===== config.mk =====
export PLATFORM = sky130hd
export DESIGN_NAME = plc_program_editor_unit
export DESIGN_NICKNAME = d
export VERILOG_FILES = /design/src/plc_editor_pkg.sv /design/src/plc_program_editor_unit.sv
export SDC_FILE = /design/constraint.sdc
export NUM_CORES = 1
export LEC_CHECK = 0
export ABC_AREA = 1
export BUFFER_PORTS_ARGS = -buffer_cell sky130_fd_sc_hd__buf_2
export CAP_MARGIN = 20
export CELL_PAD_IN_SITES_DETAIL_PLACEMENT = 1
export CELL_PAD_IN_SITES_GLOBAL_PLACEMENT = 2
export CORE_AREA = 4 4 267 269
export CTS_CLUSTER_SIZE = 25
export DETAILED_ROUTE_END_ITERATION = 10
export DIE_AREA = 0 0 271 273
export PLACE_DENSITY_LB_ADDON = 0.1
export SKIP_CTS_REPAIR_TIMING = 1
export SYNTH_ARGS = -nofsm -noshare
export SYNTH_HDL_FRONTEND = slang
export SYNTH_SLANG_ARGS = --single-unit

===== constraint.sdc =====
create_clock -name clk_in -period 10.7 [get_ports clk_in]
set_input_delay 2.14 -clock clk_in [delete_from_list [all_inputs] [get_ports clk_in]]
set_output_delay 2.14 -clock clk_in [all_outputs]
set_load 0.01 [all_outputs]

===== src/plc_editor_pkg.sv =====
// Function
// step field shows step, timer/counter values, data registers without leading zeros
// device field: inputs/outputs hex with zeros kept, others decimal without zeros
// insert moves words from chosen step one later, new word at step
// delete moves words from step plus one one earlier, dropping chosen word
// monitor reports device on/off, timer/counter values and data registers
// test forces outputs, sets/resets relays, clears values, reads error step; the unit never issues the clear-value request
// clear erases entry and display, leaves program, returns to ready
// power keys switch only the unit's control section, never the cpu
// forward key advances/inserts/forces on; back key retreats/deletes/forces off
// write, insert, delete refused while cpu runs unless run-write allowed
// jump target below current step or above cpu maximum is an error
// insertion pushing jump target past maximum shows error but still inserts
// coil used elsewhere raises duplicate warning, word still written
// undecodable stored code shows instruction-code error instead
// bad instruction/device pairing or missing extra words is entry error
// unassignable device number error; over-largest device number separate error
// any key but clear before mode selection is mode-selection error; the power-off key is also exempt
// undefined key sequence is operation error, restart from initial-step key
// ready message after control power on and after clear
// step number above installed memory maximum is step-overflow error
// every write is read back and compared, mismatch is write error; shift writes of insert/delete are not read back
// search miss shows not-found notice, not an error, next operation allowed
package plc_editor_pkg;
	localparam int ADDR_W = 12;
	localparam int WORD_W = 16;
	localparam int DEV_W = 12;
	localparam logic [ADDR_W-1:0] MAX_STEP_1K = 12'h03_FF;
	localparam logic [ADDR_W-1:0] MAX_STEP_2K = 12'h07_FF;
	localparam logic [ADDR_W-1:0] MAX_STEP_4K = 12'h0F_FF;
	localparam logic [WORD_W-1:0] WORD_NOP = 16'h0000;
	localparam logic [3:0] OP_JUMP = 4'h9;
	localparam logic [3:0] OP_OUT = 4'h3;
	localparam logic [3:0] OP_MULTI = 4'hA;
	localparam logic [3:0] OP_BAD = 4'hF;
	localparam int DIGITS = 4;

	typedef enum logic [3:0] {
		KEY_NONE = 4'h0, KEY_READ = 4'h1, KEY_WRITE = 4'h2, KEY_INSDEL = 4'h3,
		KEY_MONITOR = 4'h4, KEY_TEST = 4'h5, KEY_CLEAR = 4'h6, KEY_SET_STEP = 4'h7,
		KEY_FWD = 4'h8, KEY_BACK = 4'h9, KEY_INSTR = 4'hA, KEY_SEARCH = 4'hB,
		KEY_PWR_ON = 4'hC, KEY_PWR_OFF = 4'hD, KEY_DEVICE = 4'hE, KEY_BAD = 4'hF
	} key_type;

	typedef enum logic [2:0] {
		MODE_NONE = 3'b000, MODE_READ = 3'b001, MODE_WRITE = 3'b010,
		MODE_INSDEL = 3'b011, MODE_MONITOR = 3'b100, MODE_TEST = 3'b101
	} mode_type;

	typedef enum logic [3:0] {
		MSG_NONE = 4'h0, MSG_NOT_FOUND = 4'h1, MSG_OP_BLOCKED = 4'h2,
		MSG_JUMP_TARGET = 4'h3, MSG_DUAL_COIL = 4'h4, MSG_CODE = 4'h5,
		MSG_ENTRY = 4'h6, MSG_DEV_SET = 4'h7, MSG_DEV_OVER = 4'h8,
		MSG_MODE_SEL = 4'h9, MSG_UNDEF_OP = 4'hA, MSG_READY = 4'hB,
		MSG_STEP_OVER = 4'hC, MSG_WRITE_ERR = 4'hD
	} msg_type;

	typedef enum logic [3:0] {
		DEV_IN = 4'h0, DEV_OUT = 4'h1, DEV_AUX = 4'h2, DEV_TIMER = 4'h3,
		DEV_COUNT = 4'h4, DEV_FLAG = 4'h5, DEV_CONST = 4'h6, DEV_DATA = 4'h7
	} dev_kind_type;

	typedef struct packed {
		key_type key;
		logic [WORD_W-1:0] value;
	} key_evt_type;

	typedef struct packed {
		logic req;
		logic wr;
		logic [ADDR_W-1:0] addr;
		logic [WORD_W-1:0] data;
	} mem_req_type;

	typedef struct packed {
		logic req;
		logic [1:0] op;
		dev_kind_type kind;
		logic [DEV_W-1:0] num;
	} dev_req_type;

	typedef struct packed {
		logic [DIGITS*4-1:0] step_digits;
		logic [3:0] step_blank;
		logic [WORD_W-1:0] instr;
		logic state_on;
		logic [DIGITS*4-1:0] dev_digits;
		logic [3:0] dev_blank;
		msg_type msg;
	} display_type;

	localparam logic [1:0] DOP_READ = 2'b00;
	localparam logic [1:0] DOP_FORCE_ON = 2'b01;
	localparam logic [1:0] DOP_FORCE_OFF = 2'b10;
	localparam logic [1:0] DOP_CLEAR_VAL = 2'b11;
endpackage : plc_editor_pkg


===== src/plc_program_editor_unit.sv =====
`timescale 1ns/1ns
module plc_program_editor_unit #(
	parameter int DEV_MAX = 255
) (
	input wire logic clk_in,
	input wire logic srst_in,
	input wire logic key_valid_in,
	input wire plc_editor_pkg::key_evt_type key_in,
	input wire logic [1:0] cpu_size_sel_in,
	input wire logic [plc_editor_pkg::ADDR_W-1:0] mem_max_step_in,
	input wire logic cpu_running_in,
	input wire logic run_write_enable_in,
	input wire logic [plc_editor_pkg::ADDR_W-1:0] program_end_in,
	input wire logic [plc_editor_pkg::ADDR_W-1:0] code_error_step_in,
	output plc_editor_pkg::mem_req_type mem_req_out,
	input wire logic mem_ack_in,
	input wire logic [plc_editor_pkg::WORD_W-1:0] mem_rdata_in,
	output plc_editor_pkg::dev_req_type dev_req_out,
	input wire logic dev_ack_in,
	input wire logic dev_state_in,
	input wire logic [plc_editor_pkg::WORD_W-1:0] dev_value_in,
	input wire logic coil_used_in,
	output logic unit_power_out,
	output logic busy_out,
	output plc_editor_pkg::display_type display_out
);
	import plc_editor_pkg::*;

	typedef enum logic [3:0] {
		ST_OFF = 4'h0, ST_IDLE = 4'h1, ST_RD = 4'h2, ST_WR = 4'h3, ST_VERIFY = 4'h4,
		ST_SH_RD = 4'h5, ST_SH_WR = 4'h6, ST_DEV = 4'h7, ST_SEARCH = 4'h8
	} state_type;

	state_type state_r;
	mode_type mode_r;
	msg_type msg_r;
	logic [ADDR_W-1:0] step_r, ptr_r;
	logic [WORD_W-1:0] entry_r, word_r, show_r;
	logic entry_ok_r, insert_r, on_r, show_dev_r;
	dev_kind_type kind_r;
	logic [DEV_W-1:0] dev_r;
	mem_req_type mem_r;
	dev_req_type devq_r;

	function automatic logic [DIGITS*4-1:0] to_bcd(input logic [WORD_W-1:0] v);
		logic [DIGITS*4-1:0] b;
		b = '0;
		for (int i = WORD_W-1; i >= 0; i--) begin
			for (int d = 0; d < DIGITS; d++) begin
				if (b[d*4 +: 4] > 4'd4) begin
					b[d*4 +: 4] = b[d*4 +: 4] + 4'd3;
				end
			end
			b = {b[DIGITS*4-2:0], v[i]};
		end
		return b;
	endfunction : to_bcd

	function automatic logic [3:0] blanks(input logic [DIGITS*4-1:0] d);
		logic [3:0] m;
		logic lead;
		m = '0;
		lead = 1'b1;
		for (int k = DIGITS-1; k > 0; k--) begin
			lead = lead & (d[k*4 +: 4] == 4'h0);
			m[k] = lead;
		end
		return m;
	endfunction : blanks

	wire [3:0] entry_op = entry_r[15:12];
	wire [ADDR_W-1:0] entry_arg = entry_r[ADDR_W-1:0];
	wire [ADDR_W-1:0] cpu_max = (cpu_size_sel_in == 2'd0) ? MAX_STEP_1K :
		(cpu_size_sel_in == 2'd1) ? MAX_STEP_2K : MAX_STEP_4K;
	wire mode_key = key_in.key inside {KEY_READ, KEY_WRITE, KEY_INSDEL, KEY_MONITOR, KEY_TEST};
	wire edit_mode = mode_r == MODE_WRITE || mode_r == MODE_INSDEL;
	wire blocked = cpu_running_in && !run_write_enable_in;
	wire jump_low = entry_op == OP_JUMP && entry_arg < step_r;
	wire jump_high = entry_op == OP_JUMP && entry_arg > cpu_max;
	wire [ADDR_W:0] end_plus = {1'b0, program_end_in} + {{ADDR_W{1'b0}}, 1'b1};
	wire push_over = insert_r && end_plus > {1'b0, cpu_max};
	wire entry_bad = entry_op == OP_BAD || (entry_op == OP_MULTI && !entry_ok_r);
	wire [DEV_W-1:0] key_dev = key_in.value[DEV_W-1:0];
	wire dev_over = key_dev > DEV_W'(DEV_MAX);
	wire dev_unset = key_in.value[15:12] > 4'h7;
	wire step_over = key_in.value[ADDR_W-1:0] > mem_max_step_in;
	wire hex_dev = kind_r == DEV_IN || kind_r == DEV_OUT;
	wire [DIGITS*4-1:0] dev_bcd = to_bcd({4'h0, dev_r});
	wire [DIGITS*4-1:0] step_bcd = to_bcd(show_dev_r ? show_r : {4'h0, step_r});
	wire key_go = key_valid_in && state_r == ST_IDLE;

	assign display_out = '{step_bcd, blanks(step_bcd), word_r, on_r,
		hex_dev ? {4'h0, dev_r} : dev_bcd, hex_dev ? 4'h0 : blanks(dev_bcd), msg_r};

	assign mem_req_out = mem_r;
	assign dev_req_out = devq_r;
	assign unit_power_out = state_r != ST_OFF;
	assign busy_out = state_r != ST_IDLE && state_r != ST_OFF;

	always_ff @(posedge clk_in) begin
		if (srst_in) begin
			state_r <= ST_OFF;
			mode_r <= MODE_NONE;
			msg_r <= MSG_NONE;
			step_r <= '0;
			ptr_r <= '0;
			entry_r <= '0;
			word_r <= '0;
			show_r <= '0;
			entry_ok_r <= 1'b0;
			insert_r <= 1'b0;
			on_r <= 1'b0;
			show_dev_r <= 1'b0;
			kind_r <= DEV_IN;
			dev_r <= '0;
			mem_r <= '0;
			devq_r <= '0;
		end else begin
			case (state_r)
				ST_OFF: begin
					if (key_valid_in && key_in.key == KEY_PWR_ON) begin
						state_r <= ST_IDLE;
						msg_r <= MSG_READY;
						mode_r <= MODE_NONE;
					end
				end
				ST_IDLE: begin
					if (key_go) begin
						if (key_in.key == KEY_PWR_OFF) begin
							state_r <= ST_OFF;
						end else if (key_in.key == KEY_CLEAR) begin
							entry_r <= '0;
							word_r <= '0;
							show_dev_r <= 1'b0;
							on_r <= 1'b0;
							msg_r <= MSG_READY;
						end else if (mode_key) begin
							mode_r <= mode_type'(key_in.key[2:0] - 3'd0);
							msg_r <= MSG_NONE;
						end else if (mode_r == MODE_NONE) begin
							msg_r <= MSG_MODE_SEL;
						end else begin
							case (key_in.key)
								KEY_SET_STEP: begin
									if (step_over) begin
										msg_r <= MSG_STEP_OVER;
									end else if (mode_r == MODE_TEST && key_in.value[15]) begin
										show_r <= {4'h0, code_error_step_in};
										show_dev_r <= 1'b1;
									end else begin
										step_r <= key_in.value[ADDR_W-1:0];
										msg_r <= MSG_NONE;
									end
								end
								KEY_INSTR: begin
									if (!edit_mode) begin
										msg_r <= MSG_UNDEF_OP;
									end else begin
										entry_r <= key_in.value;
										entry_ok_r <= key_in.value[11] || key_in.value[15:12] != OP_MULTI;
									end
								end
								KEY_DEVICE: begin
									if (dev_unset) begin
										msg_r <= MSG_DEV_SET;
									end else if (dev_over) begin
										msg_r <= MSG_DEV_OVER;
									end else begin
										kind_r <= dev_kind_type'(key_in.value[15:12]);
										dev_r <= key_dev;
										if (mode_r == MODE_MONITOR || mode_r == MODE_TEST) begin
											devq_r <= '{1'b1, DOP_READ, dev_kind_type'(key_in.value[15:12]), key_dev};
											state_r <= ST_DEV;
										end
									end
								end
								KEY_SEARCH: begin
									if (mode_r == MODE_READ) begin
										entry_r <= key_in.value;
										mem_r <= '{1'b1, 1'b0, step_r, '0};
										state_r <= ST_SEARCH;
									end else begin
										msg_r <= MSG_UNDEF_OP;
									end
								end
								KEY_FWD, KEY_BACK: begin
									if (mode_r == MODE_TEST) begin
										devq_r <= '{1'b1, key_in.key == KEY_FWD ? DOP_FORCE_ON : DOP_FORCE_OFF,
											kind_r, dev_r};
										state_r <= ST_DEV;
									end else if (edit_mode && blocked) begin
										msg_r <= MSG_OP_BLOCKED;
									end else if (edit_mode && entry_bad && !(mode_r == MODE_INSDEL
										&& key_in.key == KEY_BACK)) begin
										msg_r <= MSG_ENTRY;
									end else if (edit_mode && (jump_low || jump_high) &&
										!(mode_r == MODE_INSDEL && key_in.key == KEY_BACK)) begin
										msg_r <= MSG_JUMP_TARGET;
									end else if (mode_r == MODE_INSDEL) begin
										insert_r <= key_in.key == KEY_FWD;
										ptr_r <= key_in.key == KEY_FWD ? program_end_in : step_r;
										mem_r <= '{1'b1, 1'b0, key_in.key == KEY_FWD ? program_end_in
											: ADDR_W'(step_r + 1'b1), '0};
										state_r <= ST_SH_RD;
									end else if (mode_r == MODE_WRITE && key_in.key == KEY_FWD) begin
										mem_r <= '{1'b1, 1'b1, step_r, entry_r};
										insert_r <= 1'b0;
										state_r <= ST_WR;
									end else begin
										step_r <= key_in.key == KEY_FWD ? ADDR_W'(step_r + 1'b1)
											: ADDR_W'(step_r - 1'b1);
										mem_r <= '{1'b1, 1'b0, key_in.key == KEY_FWD ?
											ADDR_W'(step_r + 1'b1) : ADDR_W'(step_r - 1'b1), '0};
										state_r <= ST_RD;
									end
								end
								default: msg_r <= MSG_UNDEF_OP;
							endcase
						end
					end
				end
				ST_RD: begin
					if (mem_ack_in) begin
						mem_r.req <= 1'b0;
						word_r <= mem_rdata_in;
						msg_r <= mem_rdata_in[15:12] == OP_BAD ? MSG_CODE : MSG_NONE;
						state_r <= ST_IDLE;
					end
				end
				ST_SEARCH: begin
					if (mem_ack_in) begin
						if (mem_rdata_in == entry_r) begin
							mem_r.req <= 1'b0;
							step_r <= mem_r.addr;
							word_r <= mem_rdata_in;
							msg_r <= MSG_NONE;
							state_r <= ST_IDLE;
						end else if (mem_r.addr >= program_end_in) begin
							mem_r.req <= 1'b0;
							msg_r <= MSG_NOT_FOUND;
							state_r <= ST_IDLE;
						end else begin
							mem_r.addr <= ADDR_W'(mem_r.addr + 1'b1);
						end
					end
				end
				ST_SH_RD: begin
					if (mem_ack_in) begin
						mem_r <= '{1'b1, 1'b1, insert_r ? ADDR_W'(ptr_r + 1'b1) : ptr_r, mem_rdata_in};
						state_r <= ST_SH_WR;
					end
				end
				ST_SH_WR: begin
					if (mem_ack_in) begin
						if (insert_r && ptr_r != step_r) begin
							ptr_r <= ADDR_W'(ptr_r - 1'b1);
							mem_r <= '{1'b1, 1'b0, ADDR_W'(ptr_r - 1'b1), '0};
							state_r <= ST_SH_RD;
						end else if (insert_r) begin
							mem_r <= '{1'b1, 1'b1, step_r, entry_r};
							state_r <= ST_WR;
						end else if (ptr_r != program_end_in) begin
							ptr_r <= ADDR_W'(ptr_r + 1'b1);
							mem_r <= '{1'b1, 1'b0, ADDR_W'(ptr_r + 2'd2), '0};
							state_r <= ST_SH_RD;
						end else begin
							mem_r <= '{1'b1, 1'b1, program_end_in, WORD_NOP};
							entry_r <= WORD_NOP;
							state_r <= ST_WR;
						end
					end
				end
				ST_WR: begin
					if (mem_ack_in) begin
						word_r <= mem_r.data;
						mem_r.wr <= 1'b0;
						state_r <= ST_VERIFY;
					end
				end
				ST_VERIFY: begin
					if (mem_ack_in) begin
						mem_r.req <= 1'b0;
						state_r <= ST_IDLE;
						if (mem_rdata_in != mem_r.data) begin
							msg_r <= MSG_WRITE_ERR;
						end else if (push_over && entry_op == OP_JUMP) begin
							msg_r <= MSG_JUMP_TARGET;
						end else if (entry_op == OP_OUT && coil_used_in) begin
							msg_r <= MSG_DUAL_COIL;
						end else begin
							msg_r <= MSG_NONE;
						end
					end
				end
				ST_DEV: begin
					if (dev_ack_in) begin
						devq_r.req <= 1'b0;
						on_r <= dev_state_in;
						show_r <= dev_value_in;
						show_dev_r <= kind_r inside {DEV_TIMER, DEV_COUNT, DEV_DATA};
						state_r <= ST_IDLE;
					end
				end
				default: state_r <= ST_OFF;
			endcase
		end
	end

	a_mode_sel: assert property (@(posedge clk_in) disable iff (srst_in)
		key_go && mode_r == MODE_NONE && !mode_key &&
		!(key_in.key inside {KEY_CLEAR, KEY_PWR_OFF}) |=> msg_r == MSG_MODE_SEL)
		else $error("mode-selection error missing");
	a_blocked: assert property (@(posedge clk_in) disable iff (srst_in)
		key_go && edit_mode && blocked && key_in.key inside {KEY_FWD, KEY_BACK}
		|=> msg_r == MSG_OP_BLOCKED && state_r == ST_IDLE)
		else $error("edit during run not refused");
	a_clear_ready: assert property (@(posedge clk_in) disable iff (srst_in)
		key_go && key_in.key == KEY_CLEAR |=> msg_r == MSG_READY && entry_r == '0)
		else $error("clear did not return to ready");
	a_step_over: assert property (@(posedge clk_in) disable iff (srst_in)
		key_go && mode_r != MODE_NONE && key_in.key == KEY_SET_STEP && step_over
		|=> msg_r == MSG_STEP_OVER && $stable(step_r))
		else $error("step overflow not flagged");
	a_verify: assert property (@(posedge clk_in) disable iff (srst_in)
		state_r == ST_WR && mem_ack_in |=> state_r == ST_VERIFY && !mem_r.wr)
		else $error("write not read back");
	a_power: assert property (@(posedge clk_in) disable iff (srst_in)
		key_go && key_in.key == KEY_PWR_OFF |=> !unit_power_out ##1 !unit_power_out)
		else $error("power off key ignored");
	a_hex: assert property (@(posedge clk_in) disable iff (srst_in)
		hex_dev |-> display_out.dev_blank == 4'h0)
		else $error("hex device digits blanked");
	a_dec: assert property (@(posedge clk_in) disable iff (srst_in)
		!hex_dev && dev_r < 12'h00A |-> display_out.dev_blank == 4'hE)
		else $error("decimal device leading zeros shown");
	a_ready_on: assert property (@(posedge clk_in) disable iff (srst_in)
		state_r == ST_OFF && key_valid_in && key_in.key == KEY_PWR_ON |=> msg_r == MSG_READY)
		else $error("ready missing after power on");
endmodule : plc_program_editor_unit


Word-level counts from Yosys, hierarchy flattened
Index checks and enable logic that the tools add are counted.
Storage, ports and cells
  flip-flop bits (word level): 152
  input port bits: 99
  output and inout port bits: 112
  logic and storage cells: 595
Operators by class
  add/subtract/negate cells: 59
  order comparisons: 59
  equal/unequal tests: 122
  multiplexer cells: 245
  bitwise operators: 14
  reductions and logical operators: 74
Operator list (number)
  $mux 12: 39
  $mux 16: 28
  $mux 30: 14
  $mux 4: 92
  $gt 4x3->1 const B: 46
  $mux 19: 9
  $add 4x2->4 const B: 42
  $pmux 16 s2: 3
  $mux 29: 3
  $pmux 12 s2: 3
  $pmux 16 s4: 1
  $ne 2x2->1 const B: 30
  $pmux 30 s2: 1
  $ne 3x3->1 const B: 19
  $reduce_and 17->1: 3
  $eq 4x4->1 const B: 12
  $mux 3: 16
  $pmux 12 s4: 1
  $pmux 16 s3: 1
  $eq 4x3->1 const B: 10
  $pmux 4 s5: 2
  $pmux 19 s2: 1
  $add 12x1->12 const B: 3
  $reduce_and 12->1: 3
  other kinds (61): 191

Longest topological paths before layout
  depth in word-level cells: 30
  mapped depth: 73
  depth with buffers taken out: 72

Worst setup path after synthesis
OpenSTA, ideal clock, no wires.
  kind: register to output
  start: register dev_r[9]
  end: output port display_out[5] in the netlist's numbering
  data arrival time: 7.443 ns
  data required time: 8.560 ns
  slack: 1.117 ns
  stages on the path, launching flop included: 51
  path buffers: 0
  cells stage by stage: dfxtp_1 > inv_1 > ha_1 > inv_1 > ha_1 > xnor2_1 > ha_1 > or2_1 > nand2_1 > xor2_1 > inv_1 > ha_1 > or2_0 > nand2_1 > xor2_1 > inv_1 > ha_1 > or2_0 > [... 15 more ...] > or2_2 > nand2_1 > xnor2_1 > ha_1 > inv_1 > nand2_1 > nand2_1 > xor2_1 > inv_1 > ha_1 > or2_2 > nand2_1 > inv_1 > nand2_1 > o21ai_0 > nor2_1 > nand3_1 > nor3_1
RTL lines
  start, declared: line plc_program_editor_unit.sv:41  | logic [DEV_W-1:0] dev_r;
  start signal, assigned: line plc_program_editor_unit.sv:170  | dev_r <= key_dev;
  end, declared: line plc_program_editor_unit.sv:25  | output plc_editor_pkg::display_type display_out

==> results.md <==
- Status: complete, no violations
- #FFs+latches synth: roughly 150
- Filler cell count: about 9,000
- R2R cell count: 12
- Mapped cell area: about 17,000 µm²
- Initial antenna violation count: 3
- Placeable Area: between 60,000 and 70,000 µm²
- CP max stage cell: dfxtp_4
- Crit-path max cell delay: 0.37 ns
- Fmax: 0.0976 GHz
- Congestion Overflow GR: 0
- Routed WL per cell: between 15 and 20 µm
- Die Height: between 200 and 300 µm
- Critical Path Sink Type: output port
- Final Skew: about 0.023 ns
- CTS tree: yes
- Die W: around 270 µm
- Synth Flop Type: dfxtp_1
- Multi-input gate area: 12,700 µm²
- Total wire length: approximately 76 mm
- Nets: 3,221
- Syn Area/Cell: 6.03 µm²
- Final hold violation count: 0
- Setup violators final: 0
- # IOs: ~210
- Critical path type: reg2out
- CTS clk-pin slew, worst paths: around 0.070 ns
- Die Area: between 70,000 and 80,000 µm²
- Critical path startpoint category: register
- Worst EP arrival: 8.11 ns
- First-pass GRT wire length: 117 mm
- Layout cell share with drive strength beyond 1: 0.187
- Total CTS buffers: 17
- Max-slew violations: 0
- Cell variety after synth: 64
- Vias: about 19,000
- CTS Root Buffer Type: clkbuf_16
- Port buffer count: between 200 and 250
- Worst-path maximum fanout: 5
- Final worst path period share: 0.958
- Post-DP HPWL: about 60 mm
- Post-Layout Cell Count: a little under 4,000
- Clk sinks: ~150
- HP Class: reg2reg
- H-Tree Depth: 4
- EDFF count, synth: 0
- Starting density of the core: 0.249
- Post-route ant nets: 0
- Number of diodes: 0
- Max cap viols: 0
- Mapped Cells: between 2,000 and 3,000
- Synth async-reset ratio: 0
- Vias per Instance: approximately 4.9
- DRC: 0
- Synth Warn #: 0
- Area growth syn-to-layout: 20.5%
- Placer Congestion: 0.902
- Gr usage total: 0.201
- TNS Setup: 0 ns
- Worst EP required: 8.56 ns
- Slew HR: 0.305
- Worst Hold Depth: 2
- Placed Cells: around 3,900
- Worst-Skew Late Latency: 0.51 ns
- Max Root-Sink Buffers: 2
- Pre-antenna DRT Iters: 5
- WHS: 0.466 ns
- Core Rows: 96
- Largest net degree at the start of global routing: 76
- Detailed Route Iter0 Violations: slightly above 900
- Sequential share of the synthesized area: 0.178
- Fin crit period: a little over 10 ns
- Worst Max-Slew Pin Slew: 1.03 ns
- Vias in the first global route: about 20,000
- Reg area: between 3000 and 4000 µm²
-- final timing paths --
kind	from	end	slack, ns
min	show_r[7]$_SDFFE_PP0P_	show_r[7]$_SDFFE_PP0P_	0.47
min reg2reg	show_r[7]$_SDFFE_PP0P_	show_r[7]$_SDFFE_PP0P_	0.47
max	dev_r[9]$_SDFFE_PP0P_	display_out[5]	0.45
max reg2reg	step_r[4]$_SDFFE_PP0P_	ptr_r[4]$_SDFFE_PP0P_	6.16
-- stage by stage --
stage,worst slack [ns],utilization,area [µm²]
4_1_cts,-0.637,0.287,19700
2_1_floorplan,1.12,-,17100
3_3_place_gp,0.410,0.278,19100
5_1_grt,-0.138,0.300,20600
3_5_place_dp,-0.0401,0.278,19100
6_report,0.451,0.300,20600
-- layout by cell type, fill, tap and decap left out, drive strengths merged, types with 20 or more instances in the layout --
cell / instances
nand2: 716
or2: 20
o21ai: 222
xnor2: 22
nor3: 50
nand4: 39
a31oi: 46
dfxtp: 152
nor2: 249
xor2: 92
a211oi: 62
nand3: 198
inv: 419
a21oi: 175
ha: 109
clkinv: 25
buf: 261
-- Yosys cell counts (3+ instances only) --
cell type | instances | area, µm²
a221oi_1 | 19 | 166
xor2_1 | 90 | 788
nor3_1 | 49 | 245
o21ai_1 | 24 | 120
a31oi_1 | 46 | 288
o2111ai_1 | 11 | 96.3
a21o_1 | 4 | 30.0
o22ai_1 | 8 | 50.1
inv_1 | 388 | 1460
nand3_4 | 3 | 52.6
o21ai_0 | 194 | 971
nand3b_1 | 9 | 67.6
a311oi_1 | 4 | 35.0
xnor2_1 | 21 | 184
or2_1 | 4 | 25.0
and2_1 | 3 | 18.8
a211oi_1 | 62 | 465
ha_1 | 109 | 1360
inv_2 | 26 | 97.6
a21oi_1 | 174 | 871
o21ai_2 | 4 | 35.0
a22oi_1 | 15 | 113
nand2_2 | 57 | 357
a2111oi_0 | 6 | 52.6
buf_4 | 5 | 37.5
o31ai_1 | 3 | 22.5
nand2_4 | 26 | 293
dfxtp_1 | 152 | 3040
o221ai_1 | 5 | 43.8
o211ai_1 | 17 | 128
nand3_1 | 179 | 896
nand4_1 | 39 | 244
nand3_2 | 16 | 160
o21bai_1 | 6 | 45.0
nand2_1 | 633 | 2380
nor2_1 | 247 | 927
or2_2 | 14 | 87.6
o311ai_0 | 3 | 26.3
clkbuf_1 | 92 | 345
nor4_1 | 19 | 119
clkinv_1 | 15 | 56.3
-- worst max-delay path: cells and delay by family, from the launching register on --
kind | cells | cell delay, ns
simple gates | 16 | 2.76
fa+ha+maj | 9 | 1.68
xor+xnor | 7 | 1.16
buf+inv | 12 | 1.01
compound gates | 3 | 0.61
flops | 1 | 0.37
-- cell families after synthesis --
| group | count (synthesis) | share of synthesized area |
|---|---|---|
| flops | 152 | 0.178 |
| fa+ha+maj | 109 | 0.0799 |
| buf+inv | 529 | 0.118 |
| simple gates | 1307 | 0.348 |
| xor+xnor | 114 | 0.0598 |
| mux | 2 | 0.00117 |
| other cells | 1 | 0.000220 |
| compound gates | 617 | 0.215 |
-- state kept, by name (all words and copies together), names as in the netlist --
signal,count
dev_req_out,19
entry_ok_r,1
word_r,16
on_r,1
entry_r,16
msg_r,4
mode_r,3
kind_r,4
step_r,12
state_r,4
ptr_r,12
show_r,16
show_dev_r,1
dev_r,12
insert_r,1
mem_req_out,30
-- area by class of cell --
| cell class | instances | share of cell area |
|---|---|---|
| Clock inverter | 15 | 0.0105 |
| Clock buffer | 17 | 0.0207 |
| Multi-Input combinational cell | 2152 | 0.615 |
| Timing Repair Buffer | 261 | 0.0702 |
| Tap cell | 931 | 0.0566 |
| Sequential cell | 152 | 0.149 |
| Inverter | 429 | 0.0783 |
-- layer usage --
layer	GRT usage	wire (µm)	vias up	share of wire
met5	0	0	-	0
met2	0.354	37100	266	0.49
met3	0.0291	2340	35	0.031
met4	0.0307	708	0	0.0093
li1	-	-	9765	-
met1	0.265	36200	9337	0.47
Power is not shown: default switching activity piles up to over one toggle a cycle in this logic, so the estimate is an artifact.
